<file path="config.mk">
export PLATFORM = sky130hd
export DESIGN_NAME = tuam_matcher
export DESIGN_NICKNAME = d
export VERILOG_FILES = /design/src/core/tuam_pkg.sv /design/src/core/tuam_port_cmp.sv /design/src/core/tuam_matcher.sv
export SDC_FILE = /design/constraint.sdc
export NUM_CORES = 1
export LEC_CHECK = 0
export ABC_AREA = 0
export BUFFER_PORTS_ARGS = -buffer_cell sky130_fd_sc_hd__buf_4
export CAP_MARGIN = 0
export CORE_MARGIN = 4
export CORE_UTILIZATION = 55
export DETAILED_ROUTE_END_ITERATION = 10
export HOLD_SLACK_MARGIN = 0.1
export PLACE_DENSITY = 0.75
export SYNTH_ARGS = -nofsm -noshare
export SYNTH_HDL_FRONTEND = slang
export SYNTH_HIERARCHICAL = 1
export SYNTH_SLANG_ARGS = --single-unit
</file>
<file path="constraint.sdc">
create_clock -name CLK -period 4.6 [get_ports CLK]
set_clock_uncertainty 0.05 [all_clocks]
set_input_delay 0.23 -clock CLK [delete_from_list [all_inputs] [get_ports CLK]]
set_output_delay 0.23 -clock CLK [all_outputs]
set_load 0.02 [all_outputs]
</file>
<file path="src/core/tuam_pkg.sv">
// package of the layer-4 access rule entry matcher: register map, field layout,
// encodings and the frame carrier.
// assumes apb byte addressing with one 32-bit word per register.
package tuam_pkg;

  // register byte offsets
  localparam logic [7:0] ADDR_CTRL      = 8'h00;
  localparam logic [7:0] ADDR_SRC_RANGE = 8'h04;
  localparam logic [7:0] ADDR_DST_RANGE = 8'h08;
  localparam logic [7:0] ADDR_STATUS    = 8'h0c;
  localparam logic [7:0] ADDR_HIT_CNT   = 8'h10;
  localparam logic [7:0] ADDR_MISS_CNT  = 8'h14;

  // control register field positions
  localparam int CTRL_EN_BIT   = 0;
  localparam int CTRL_SRC_LSB  = 1;
  localparam int CTRL_DST_LSB  = 3;
  localparam int CTRL_FLAG_LSB = 5;
  localparam int CTRL_WIDTH    = 11;

  // range register halves
  localparam int RANGE_LO_LSB = 0;
  localparam int RANGE_HI_LSB = 16;

  // port filter mode selector
  typedef enum logic [1:0] {
    TUAM_PORT_ANY   = 2'h0,
    TUAM_PORT_EXACT = 2'h1,
    TUAM_PORT_RANGE = 2'h2,
    TUAM_PORT_RSVD  = 2'h3
  } tuam_port_mode_t;

  // tcp flag condition; code 3 behaves as don't-care
  typedef enum logic [1:0] {
    TUAM_FLAG_ANY = 2'h0,
    TUAM_FLAG_CLR = 2'h1,
    TUAM_FLAG_SET = 2'h2,
    TUAM_FLAG_AN2 = 2'h3
  } tuam_flag_cond_t;

  // flag order inside the flags vector and the control field
  localparam int FLAG_FIN = 0;
  localparam int FLAG_SYN = 1;
  localparam int FLAG_PSH = 2;
  localparam int NUM_FLAGS = 3;

  // reset values: entry disabled, every condition don't-care
  localparam logic [CTRL_WIDTH-1:0] CTRL_RESET  = 11'h000;
  localparam logic [31:0]           RANGE_RESET = 32'h0000_0000;

  typedef struct packed {
    logic                 is_l4;
    logic                 is_tcp;
    logic [15:0]          src_port;
    logic [15:0]          dst_port;
    logic [NUM_FLAGS-1:0] flags;
  } tuam_frame_t;

  typedef struct packed {
    logic [15:0] lo;
    logic [15:0] hi;
  } tuam_range_t;

endpackage : tuam_pkg

</file>
<file path="src/core/tuam_port_cmp.sv">
// one port filter of the access rule entry: don't-care, exact or inclusive range.
// assumes the port value and settings are stable in the cycle they are compared.
`timescale 1ns/1ns
`default_nettype none
module tuam_port_cmp (
  input  wire logic                      l4_valid,
  input  wire tuam_pkg::tuam_port_mode_t mode,
  input  wire tuam_pkg::tuam_range_t     bounds,
  input  wire logic [15:0]               port,
  output logic                           hit
);

  logic exact_hit;
  logic range_hit;

  assign exact_hit = port == bounds.lo;
  // inclusive both ends; lo above hi matches nothing
  assign range_hit = (port >= bounds.lo) && (port <= bounds.hi);

  always_comb begin
    case (mode)
      tuam_pkg::TUAM_PORT_ANY:   hit = 1'b1;
      tuam_pkg::TUAM_PORT_EXACT: hit = l4_valid && exact_hit;
      tuam_pkg::TUAM_PORT_RANGE: hit = l4_valid && range_hit;
      default:                   hit = 1'b0;
    endcase
  end

endmodule : tuam_port_cmp
`default_nettype wire

</file>
<file path="src/core/tuam_matcher.sv">
// one access_rule_entry of the layer-4 classifier, with its apb register file.
// assumes frame fields come from parser logic on CLK, one frame per FRAME_VALID.
//
// Overview of operation
// - source port don't-care matches every frame
// - exact source mode compares full 16 bits
// - source range mode, bounds 0 to 65535
// - destination port don't-care matches every frame
// - exact destination mode compares full 16 bits
// - destination range mode, bounds 0 to 65535
// - FIN condition: clear, set or don't-care
// - SYN condition: clear, set or don't-care
// - PSH condition: clear or set
// - each port filter has two-bit mode
// - PSH condition also has don't-care
//
// Our own choices: the APB slave port and the address map.
`timescale 1ns/1ns
`default_nettype none
module tuam_matcher (
  input  wire logic                  CLK,
  input  wire logic                  RST,
  input  wire logic                  PSEL,
  input  wire logic                  PENABLE,
  input  wire logic                  PWRITE,
  input  wire logic [7:0]            PADDR,
  input  wire logic [31:0]           PWDATA,
  input  wire logic [3:0]            PSTRB,
  output logic [31:0]                PRDATA,
  output logic                       PREADY,
  output logic                       PSLVERR,
  input  wire logic                  FRAME_VALID,
  input  wire tuam_pkg::tuam_frame_t FRAME,
  output logic                       MATCH_VALID,
  output logic                       MATCH
);

  // ---------------- apb decode ----------------
  logic        acc;
  logic        wr_acc;
  logic        sel_ctrl;
  logic        sel_src;
  logic        sel_dst;
  logic        sel_stat;
  logic        sel_hit;
  logic        sel_miss;
  logic        mapped;
  logic [31:0] wmask;

  assign acc      = PSEL && PENABLE;
  assign sel_ctrl = PADDR == tuam_pkg::ADDR_CTRL;
  assign sel_src  = PADDR == tuam_pkg::ADDR_SRC_RANGE;
  assign sel_dst  = PADDR == tuam_pkg::ADDR_DST_RANGE;
  assign sel_stat = PADDR == tuam_pkg::ADDR_STATUS;
  assign sel_hit  = PADDR == tuam_pkg::ADDR_HIT_CNT;
  assign sel_miss = PADDR == tuam_pkg::ADDR_MISS_CNT;
  assign mapped   = sel_ctrl || sel_src || sel_dst || sel_stat || sel_hit || sel_miss;
  assign wr_acc   = acc && PWRITE && mapped;

  // zero wait states keep the match path free of bus stalls
  assign PREADY  = 1'b1;
  assign PSLVERR = acc && !mapped;

  genvar lane;
  generate
    for (lane = 0; lane < 4; lane = lane + 1) begin : g_lane
      assign wmask[lane*8 +: 8] = {8{PSTRB[lane]}};
    end
  endgenerate

  // ---------------- configuration registers ----------------
  logic [tuam_pkg::CTRL_WIDTH-1:0] ctrl_q;
  logic [tuam_pkg::CTRL_WIDTH-1:0] ctrl_d;
  logic [31:0]                     src_q;
  logic [31:0]                     src_d;
  logic [31:0]                     dst_q;
  logic [31:0]                     dst_d;
  logic [31:0]                     ctrl_word;

  assign ctrl_word = {{(32 - tuam_pkg::CTRL_WIDTH){1'b0}}, ctrl_q};
  assign ctrl_d    = 11'((ctrl_word & ~wmask) | (PWDATA & wmask));
  assign src_d     = (src_q & ~wmask) | (PWDATA & wmask);
  assign dst_d     = (dst_q & ~wmask) | (PWDATA & wmask);

  always_ff @(posedge CLK) begin
    if (RST) begin
      ctrl_q <= tuam_pkg::CTRL_RESET;
    end else if (wr_acc && sel_ctrl) begin
      ctrl_q <= ctrl_d;
    end
  end

  always_ff @(posedge CLK) begin
    if (RST) begin
      src_q <= tuam_pkg::RANGE_RESET;
    end else if (wr_acc && sel_src) begin
      src_q <= src_d;
    end
  end

  always_ff @(posedge CLK) begin
    if (RST) begin
      dst_q <= tuam_pkg::RANGE_RESET;
    end else if (wr_acc && sel_dst) begin
      dst_q <= dst_d;
    end
  end

  // ---------------- field extraction ----------------
  logic                      entry_en;
  tuam_pkg::tuam_port_mode_t src_mode;
  tuam_pkg::tuam_port_mode_t dst_mode;
  tuam_pkg::tuam_range_t     src_bounds;
  tuam_pkg::tuam_range_t     dst_bounds;

  assign entry_en = ctrl_q[tuam_pkg::CTRL_EN_BIT];
  // two-bit selector per port filter
  assign src_mode = tuam_pkg::tuam_port_mode_t'(ctrl_q[tuam_pkg::CTRL_SRC_LSB +: 2]);
  assign dst_mode = tuam_pkg::tuam_port_mode_t'(ctrl_q[tuam_pkg::CTRL_DST_LSB +: 2]);

  // full 16-bit bounds, so 0 and 65535 are both reachable
  assign src_bounds.lo = src_q[tuam_pkg::RANGE_LO_LSB +: 16];
  assign src_bounds.hi = src_q[tuam_pkg::RANGE_HI_LSB +: 16];
  assign dst_bounds.lo = dst_q[tuam_pkg::RANGE_LO_LSB +: 16];
  assign dst_bounds.hi = dst_q[tuam_pkg::RANGE_HI_LSB +: 16];

  // ---------------- port filters ----------------
  logic src_hit;
  logic dst_hit;

  // don't-care, exact and range handled in the comparator
  tuam_port_cmp u_src_cmp (
    .l4_valid (FRAME.is_l4),
    .mode     (src_mode),
    .bounds   (src_bounds),
    .port     (FRAME.src_port),
    .hit      (src_hit)
  );

  // same comparator on the destination side
  tuam_port_cmp u_dst_cmp (
    .l4_valid (FRAME.is_l4),
    .mode     (dst_mode),
    .bounds   (dst_bounds),
    .port     (FRAME.dst_port),
    .hit      (dst_hit)
  );

  // ---------------- tcp flag conditions ----------------
  // a non-tcp frame carries no flags, so it fails any condition that is not don't-care
  logic [tuam_pkg::NUM_FLAGS-1:0] flag_ok;

  genvar fi;
  generate
    for (fi = 0; fi < tuam_pkg::NUM_FLAGS; fi = fi + 1) begin : g_flag
      tuam_pkg::tuam_flag_cond_t cond;
      logic                      need_clr;
      logic                      need_set;
      assign cond     = tuam_pkg::tuam_flag_cond_t'(ctrl_q[tuam_pkg::CTRL_FLAG_LSB + 2*fi +: 2]);
      assign need_clr = cond == tuam_pkg::TUAM_FLAG_CLR;
      assign need_set = cond == tuam_pkg::TUAM_FLAG_SET;
      // 1 keeps flag-set frames out, 2 admits only them, others ignore
      assign flag_ok[fi] = (!need_clr && !need_set)
                        || (need_clr && FRAME.is_tcp && !FRAME.flags[fi])
                        || (need_set && FRAME.is_tcp && FRAME.flags[fi]);
    end
  endgenerate

  // ---------------- entry verdict ----------------
  logic all_hit;

  // every condition must hold together
  assign all_hit = entry_en && src_hit && dst_hit && (&flag_ok);

  logic match_valid_q;
  logic match_q;

  always_ff @(posedge CLK) begin
    if (RST) begin
      match_valid_q <= 1'b0;
      match_q       <= 1'b0;
    end else begin
      match_valid_q <= FRAME_VALID;
      match_q       <= FRAME_VALID && all_hit;
    end
  end

  assign MATCH_VALID = match_valid_q;
  assign MATCH       = match_q;

  // ---------------- status and counters ----------------
  logic        last_match_q;
  logic        seen_q;
  logic [31:0] hit_cnt_q;
  logic [31:0] hit_cnt_d;
  logic [31:0] miss_cnt_q;
  logic [31:0] miss_cnt_d;
  logic        hit_evt;
  logic        miss_evt;
  logic        clr_hit;
  logic        clr_miss;

  assign hit_evt  = FRAME_VALID && all_hit;
  assign miss_evt = FRAME_VALID && !all_hit;
  assign clr_hit  = wr_acc && sel_hit;
  assign clr_miss = wr_acc && sel_miss;

  // a frame in the clearing cycle still counts, so no event is lost
  assign hit_cnt_d  = clr_hit ? {31'h0000_0000, hit_evt} : hit_cnt_q + {31'h0000_0000, hit_evt};
  assign miss_cnt_d = clr_miss ? {31'h0000_0000, miss_evt} : miss_cnt_q + {31'h0000_0000, miss_evt};

  always_ff @(posedge CLK) begin
    if (RST) begin
      hit_cnt_q  <= 32'h0000_0000;
      miss_cnt_q <= 32'h0000_0000;
    end else begin
      hit_cnt_q  <= hit_cnt_d;
      miss_cnt_q <= miss_cnt_d;
    end
  end

  always_ff @(posedge CLK) begin
    if (RST) begin
      last_match_q <= 1'b0;
      seen_q       <= 1'b0;
    end else if (FRAME_VALID) begin
      last_match_q <= all_hit;
      seen_q       <= 1'b1;
    end
  end

  // ---------------- read mux ----------------
  logic [31:0] status_word;
  logic [31:0] rd_mux;
  logic [31:0] prdata_q;

  assign status_word = {29'h0000_0000, entry_en, seen_q, last_match_q};

  assign rd_mux = sel_ctrl ? ctrl_word   :
                  sel_src  ? src_q       :
                  sel_dst  ? dst_q       :
                  sel_stat ? status_word :
                  sel_hit  ? hit_cnt_q   :
                  sel_miss ? miss_cnt_q  :
                             32'h0000_0000;

  // read data is captured in the setup cycle so it is a flop during the access phase
  always_ff @(posedge CLK) begin
    if (RST) begin
      prdata_q <= 32'h0000_0000;
    end else if (PSEL && !PENABLE && !PWRITE) begin
      prdata_q <= rd_mux;
    end
  end

  assign PRDATA = prdata_q;

endmodule : tuam_matcher
`default_nettype wire

</file>
== Yosys cells after proc, flatten, opt, wreduce, memory -nomap -nowiden ==
Cells that the tools add are included.
Cells by class
  bitwise operators: 8
  order comparisons: 4
  eq/ne operators: 17
  mux-type cells: 10
  reductions and logical operators: 67
  add/sub/neg operators: 2
Operator list (count)
  $mux 32: 6
  $and 32x32->32: 3
  $add 32x1->32: 2
  $or 32x32->32: 2
  $logic_and 1x1->1: 37
  $eq 16x16->1: 2
  $ge 16x16->1: 2
  $le 16x16->1: 2
  $not 32->32: 1
  $eq 8x4->1 const B: 2
  $eq 8x5->1 const B: 2
  $logic_not 1->1: 13
  $and 11x11->11: 1
  $logic_or 1x1->1: 11
  $or 11x11->11: 1
  $eq 2x1->1 const B: 5
  $eq 2x2->1 const B: 5
  $eq 8x3->1 const B: 1
  $logic_not 8->1: 1
  $pmux 1 s3: 2
  $logic_not 2->1: 2
  $reduce_or 2->1: 2
  $reduce_and 3->1: 1
  $mux 1: 2
Word-level totals
  word-level logic and storage cells: 120
  input bits: 87
  register bits: 175
  output and inout bits: 36

== Logic depth before layout (Yosys ltp) ==
Gate-level depths: netlist of the first run.
  depth in word-level cells: 11
  gate-level depth with buffers: 18
  depth with buffers taken out: 16

== Hierarchy ==
The synthesis of the first run kept the hierarchy.
By module, submodules not included
  tuam_matcher: area each 8301.7 um^2, instances 1, seq. area each 3503.4 um^2, cells each 1001
  tuam_port_cmp: area each 907.1 um^2, instances 2, seq. area each 0.0 um^2, cells each 118

== Worst setup path before layout of the first run ==
Ideal clock, no wire load.
  path type: register -> register
  start point: reg (tool-made name)
  end point: reg hit_cnt_q[16]
  period minus slack after synthesis: 3.693 ns
  stages on the path, launching flop included: 19
  arrival: 3.572 ns
  slack: 0.907 ns
  data required time: 4.480 ns
  library setup time: 0.070 ns
  path buffers: 2
  path through: dfxtp_1 > inv_1 > ha_1 > a21oi_1 > nand2_1 > a221oi_1 > o211ai_1 > a221oi_2 > nand3_1 > nor2_1 > and4_1 > ha_1 > ha_1 > nand4_1 > or3_1 > clkbuf_1 > buf_2 > or3_1 > a21oi_1
RTL lines
  end signal, assigned: line tuam_matcher.sv:217  | hit_cnt_q <= hit_cnt_d;
  end, declared: line tuam_matcher.sv:194  | logic [31:0] hit_cnt_q;

==> flow_summary.ini, run 1 <==
[drt]
dr.pass1.iters = 6
ant_nets = 0
wl_per_cell_um = 19.6
drt_iter0_markers = 890
via_count = 9782
drc = 0
vias_per_cell = 6.19
wirelength_mm = 31.0

[yosys]
ys_top_cells_by_area = dfxtp_1, ha_1, a21oi_1, mux2i_1, inv_1
synth_top_flop_cell = dfxtp_1
netlist.area_leader.share = 0.346
synth_area_mm2 = 0.0101
ys_types = 61
synth-edff-count = 0
async_flop_share = 0
syn_inst = 1237
yosys_warnings = 6
yosys.area.top_type = dfxtp_1
synth.avg_cell_area_um2 = 8.18
ys_seq_area_frac = 0.346
syn-num-nets = 1404
synth-seq-cells = 175

[placed_design]
post-dp-hpwl_mm = 22.6
dp_slack_ns = 0.175
portBuffers = 121
place_inst = 1516
gp_congestion = 0.892

[critical_path]
startpoint_type = flop
crit_arrival_ns = 4.57
reg2reg_to = hit_cnt_q[30]
cp_max_fo = 16
critPathBufInv = 1
crit_type = flop to flop
path_cells = inv_1 > ha_1 > a21oi_1 > nand2_1 > a221oi_1 > o211ai_1 > a221oi_2 > nand3_1 > nor2_1 > and4_1 > ha_1 > ha_1 > nand4_1 > or3_4 > or4_1 > a21oi_1
cp_slowest_cell = or4_1
r2r_slack_ns = 0.33
cp_common_cell = ha_1
cp_top_family = simple AND/OR/NAND/NOR gates
r2r_cells = 16
cp.required_ns = 4.90
cp-end-kind = flop
slowest_delay_ns = 0.52

[finish]
final_cell_mix = dfxtp_1, a21oi_1, buf_4
syn2layout_area_growth_pct = 18.3
final_common_cell = dfxtp_1
drive_gt1_frac = 0.142
final_cells = 1581
fin_nets = 1506
insertedDiodeCount = 0

[sta]
slew-limit-headroom = 0.239
period_needed_ns = 4.27
slew_viol_final = 0
fmax_ghz = 0.234
period_share = 0.929
rsz0062_at_grt = no
tns_ns = 0
worst_pin_slew_ns = 1.14
setup_ws_ns = 0.329
setup_viol = 0
hold_viol_final = 0

[grt]
antenna_found_initial = 0
grt_max_degree = 72
grt_pass1_vias = 9183
gr-usage-all-layers = 0.297
grt_pass1_wl_mm = 48.2
grt-ovfl-total = 0

[run_status]
outcome = complete, no violations

[cts]
clkTransAtPathRegs_ns = 0.07
cts_tree = built
htree_num_levels = 4
clock_path_buffers = 2
clock_latency_ns = 0.44
clkSinkCount = 175
cts_root_buffer = clkbuf_16
cts_buffers = 17
post_cts_buffers = 0

[floorplanning]
ioPinCount = 123
die_area_mm2 = 0.0206
placementRows = 49
start_util = 0.561
die_y_um = 144
fp.coreArea_mm2 = 0.0180
die_w_um = 144

[pwr]
max-vdd-ir-drop_uv = 283
leakagePower_uw = 0.00461
power_density_mw_per_mm2 = 273

[worst_hold_path]
hold_class = primary input to flop
hold_start = PSTRB[1]
hold_depth = 4

[flow_run]
maxCapViolations = 0
[per-layer routing]
metal  global-route usage  wire (µm)
met1                0.396      13100
met2                0.475      14500
met3               0.0636       2410
met4                0.109       1040
met5                    0          0
[how the worst max path moves through the flow]
stage | from | endpoint | cells past startpoint | slack (ns)
6_report | flop | hit_cnt_q[30] | 16 | 0.33
3_5_place_dp | flop | hit_cnt_q[24] | 16 | 0.18
5_1_grt | flop | hit_cnt_q[26] | 16 | 0.02
4_1_cts | flop | hit_cnt_q[24] | 16 | 0.15
3_3_place_gp | flop | hit_cnt_q[26] | 16 | 0.36
2_1_floorplan | flop | hit_cnt_q[16] | 18 | 0.91
[Yosys cell counts, types with 3 or more instances]
master,n
ha_1,80
nand2_1,105
nor2b_1,7
a22oi_1,29
a22o_1,4
buf_1,3
and3_1,6
nor4_1,26
mux2i_1,56
inv_1,110
nand4_1,29
and2_1,7
xnor2_1,19
and4_1,15
o31ai_1,19
a21oi_1,145
clkbuf_1,66
or4_1,21
nand3_1,62
or3_1,10
o32ai_1,30
buf_2,8
mux2_2,6
o211ai_1,6
o21ai_0,41
nand4_2,3
a221oi_1,3
a21o_1,9
or2_2,5
dfxtp_1,175
xor2_1,5
nor3_1,7
nor2_1,79
[metrics by stage]
step | power (µW) | hold slack, ns | cell area, µm² | utilization
2_1_floorplan | 1700 | 0.296 | 10100 | -
3_3_place_gp | 1830 | 0.397 | 11100 | 0.614
3_5_place_dp | 1840 | 0.415 | 11100 | 0.614
4_1_cts | 3260 | 0.223 | 12000 | 0.664
5_1_grt | 3360 | 0.239 | 12000 | 0.664
6_report | 3260 | 0.236 | 12000 | 0.664
[power breakdown]
part	internal (µW)	total, µW	leakage, µW	switching, µW
combinational	129	308	0.00293	179
clock	772	1430	0.000270	663
sequential	1520	1520	0.00141	3.41
total	2420	3260	0.00461	845
[worst reg2reg max path: stages, from the launching register on]
cell and delay (ns):
dfxtp_1 0.35, inv_1 0.05, ha_1 0.33, a21oi_1 0.18, nand2_1 0.07, a221oi_1 0.30, o211ai_1 0.16, a221oi_2 0.34
nand3_1 0.19, nor2_1 0.11, and4_1 0.28, ha_1 0.24, ha_1 0.25, nand4_1 0.16, or3_4 0.44, or4_1 0.52
a21oi_1 0.15
[cell families after synthesis]
| group | after synthesis | synth area share |
|---|---|---|
| AO/OA/AOI/OAI | 306 | 0.191 |
| AND/OR/NAND/NOR | 398 | 0.207 |
| buffers and inverters | 191 | 0.0731 |
| other | 1 | 0.000371 |
| flip-flops | 175 | 0.346 |
| multiplexers | 62 | 0.0621 |
| adder cells (fa/ha/maj) | 80 | 0.0989 |
| XOR/XNOR | 24 | 0.0208 |
[layout make-up]
class	instances	area, µm²
well taps	229	287
flip-flops and latches	175	3500
inverters	111	417
multi-input cells	871	5880
clock inverters	13	131
repair buffers	163	1310
fillers	1542	6050
clock buffers	19	443
[what timing repair did]
item / CTS / global route
hold endpoints to repair: 77 / 0
hold buffers: 33 / 0
gates resized for setup: 0 / 1
setup endpoints to repair: 0 / 8
Note: power is estimated with default switching activity, not from simulation.
==> inputs of run 2 (changes only) <==
Settings changed: CELL_PAD_IN_SITES_DETAIL_PLACEMENT set to 1, CELL_PAD_IN_SITES_GLOBAL_PLACEMENT set to 2, CORE_UTILIZATION 55 to 35, PLACE_DENSITY 0.75 to 0.79.
==> flow_summary.ini, run 2 (synthesis gave the netlist of run 1 again) <==
[finish]
fillers = 3370
fin_nets = 1510
final_common_cell = dfxtp_1
insertedDiodeCount = 0
final_area_mm2 = 0.0122
final_cell_mix = dfxtp_1, a21oi_1, buf_4
drive_gt1_frac = 0.145
syn2layout_area_growth_pct = 20.8

[flow_run]
maxCapViolations = 0

[sta]
hold_viol_final = 0
slew_viol_final = 0
setup_viol = 0
slew-limit-headroom = 0.240
period_share = 0.952
rsz0062_at_grt = no
fmax_ghz = 0.228
period_needed_ns = 4.38
tns_ns = 0
worst_pin_slew_ns = 1.14

[pwr]
max-vdd-ir-drop_uv = 263
total_power_uw = 3430
power_density_mw_per_mm2 = 280
p_sw_uw = 908
power_frac_seq = 0.444
leakagePower_uw = 0.00466
power.internal_uw = 2520
power_frac_clock = 0.461
p_comb_frac = 0.095
netSwitchingFraction = 0.265

[cts]
clock_latency_ns = 0.45
cts_buffers = 17
clkTransAtPathRegs_ns = 0.08
clkSinkCount = 175
clock_path_buffers = 2
htree_num_levels = 4
cts_root_buffer = clkbuf_16
post_cts_buffers = 0
cts_tree = built

[placed_design]
portBuffers = 121
gp_congestion = 0.873
post-dp-hpwl_mm = 27.6
placed_cell_area_mm2 = 0.0113

[critical_path]
crit_type = flop to flop
path_cells = inv_1 > ha_1 > a21oi_1 > o21ai_0 > a221oi_1 > o211ai_1 > a221oi_2 > nand3_1 > nor2_1 > and4_1 > ha_1 > ha_1 > nand4_1 > or3_4 > or4_1 > a21oi_1
startpoint_type = flop
cp_max_fo = 16
slowest_delay_ns = 0.52
cp.required_ns = 4.90
cp-end-kind = flop
cp_slowest_cell = or4_1
crit_arrival_ns = 4.69
cp_common_cell = ha_1

[grt]
gr-usage-all-layers = 0.233
grt_pass1_wl_mm = 57.0
antenna_found_initial = 0
grt_max_degree = 72
grt_pass1_vias = 9710
grt-ovfl-total = 0

[floorplanning]
fp.coreArea_mm2 = 0.0282
start_util = 0.359
ioPinCount = 123
die_y_um = 178
placementRows = 61
die_area_mm2 = 0.0317
die_w_um = 178

[drt]
vias_per_cell = 5.53
wirelength_mm = 37.3
dr.pass1.iters = 6
via_count = 9593
wl_per_cell_um = 21.5
ant_nets = 0
drt_iter0_markers = 593
drc = 0

[worst_hold_path]
hold_class = primary input to flop

[run_status]
outcome = complete, no violations
==> run 2: cell types whose count changed in the layout (fill, tap and decap cells not counted), sizes merged <==
cell,change
clkinvlp,-3
inv,+2
buf,+4
clkbuf,-1
bufinv,+2
==> run 2: area by class of cell <==
class | instances | area (µm²) | share of cell area
Multi-Input combinational cell | 871 | 5890 | 0.482
Sequential cell | 175 | 3500 | 0.287
Timing Repair Buffer | 167 | 1340 | 0.109
Tap cell | 378 | 473 | 0.0387
Clock buffer | 18 | 429 | 0.0351
Inverter | 111 | 417 | 0.0341
Clock inverter | 14 | 179 | 0.0146
==> run 2: power by group through the flow <==
| stage | Combinational [µW] | Clock [µW] | Sequential [µW] |
|---|---|---|---|
| after floorplan | 144 | 0 | 1560 |
| after global placement | 296 | 0 | 1560 |
| after detailed placement | 302 | 0 | 1560 |
| after CTS | 326 | 1600 | 1520 |
| after global routing | 354 | 1670 | 1520 |
| final | 326 | 1580 | 1520 |
==> run 2: through the flow <==
step | setup slack, ns | hold slack (ns) | instances | util
6_report | 0.219 | 0.224 | 1734 | 0.434
5_1_grt | 0.00272 | 0.249 | 1734 | 0.434
4_1_cts | 0.0604 | 0.220 | 1734 | 0.434
3_5_place_dp | 0.0807 | 0.405 | 1669 | 0.401
3_3_place_gp | 0.293 | 0.395 | 1669 | 0.401
2_1_floorplan | 0.907 | 0.296 | 1237 | -
==> run 2: path summary, 6_finish.rpt <==
kind / to / startpoint / slack [ns] / cells after the start
worst max-delay path: hit_cnt_q[24] / flop / 0.22 / 16
worst min-delay path: flop / PSTRB[1] / 0.22 / 4
worst max register to register: hit_cnt_q[24] / flop / 0.22 / 16
worst min register to register: miss_cnt_q[31] / miss_cnt_q[31] / 0.42 / 2
==> run 2: repair_timing <==
item,in CTS,in global routing
resized for setup,0,1
hold buffers,33,0
endpoints found under the hold margin,77,0
setup endpoints to repair,0,8
==> run 2: worst max-delay path: cells and delay by family (launching register included) <==
family | cells | cell delay, ns
AOI/OAI and AO/OA | 6 | 1.29
adders and majority gates | 3 | 0.81
buffers and inverters | 1 | 0.07
DFF | 1 | 0.36
and+or+nand+nor | 6 | 1.71
==> run 2: per-layer routing <==
layer,GRT usage,part of all wire
met1,0.317,0.47
met2,0.393,0.48
met5,0,0
met4,0.0525,0.017
met3,0.0335,0.035
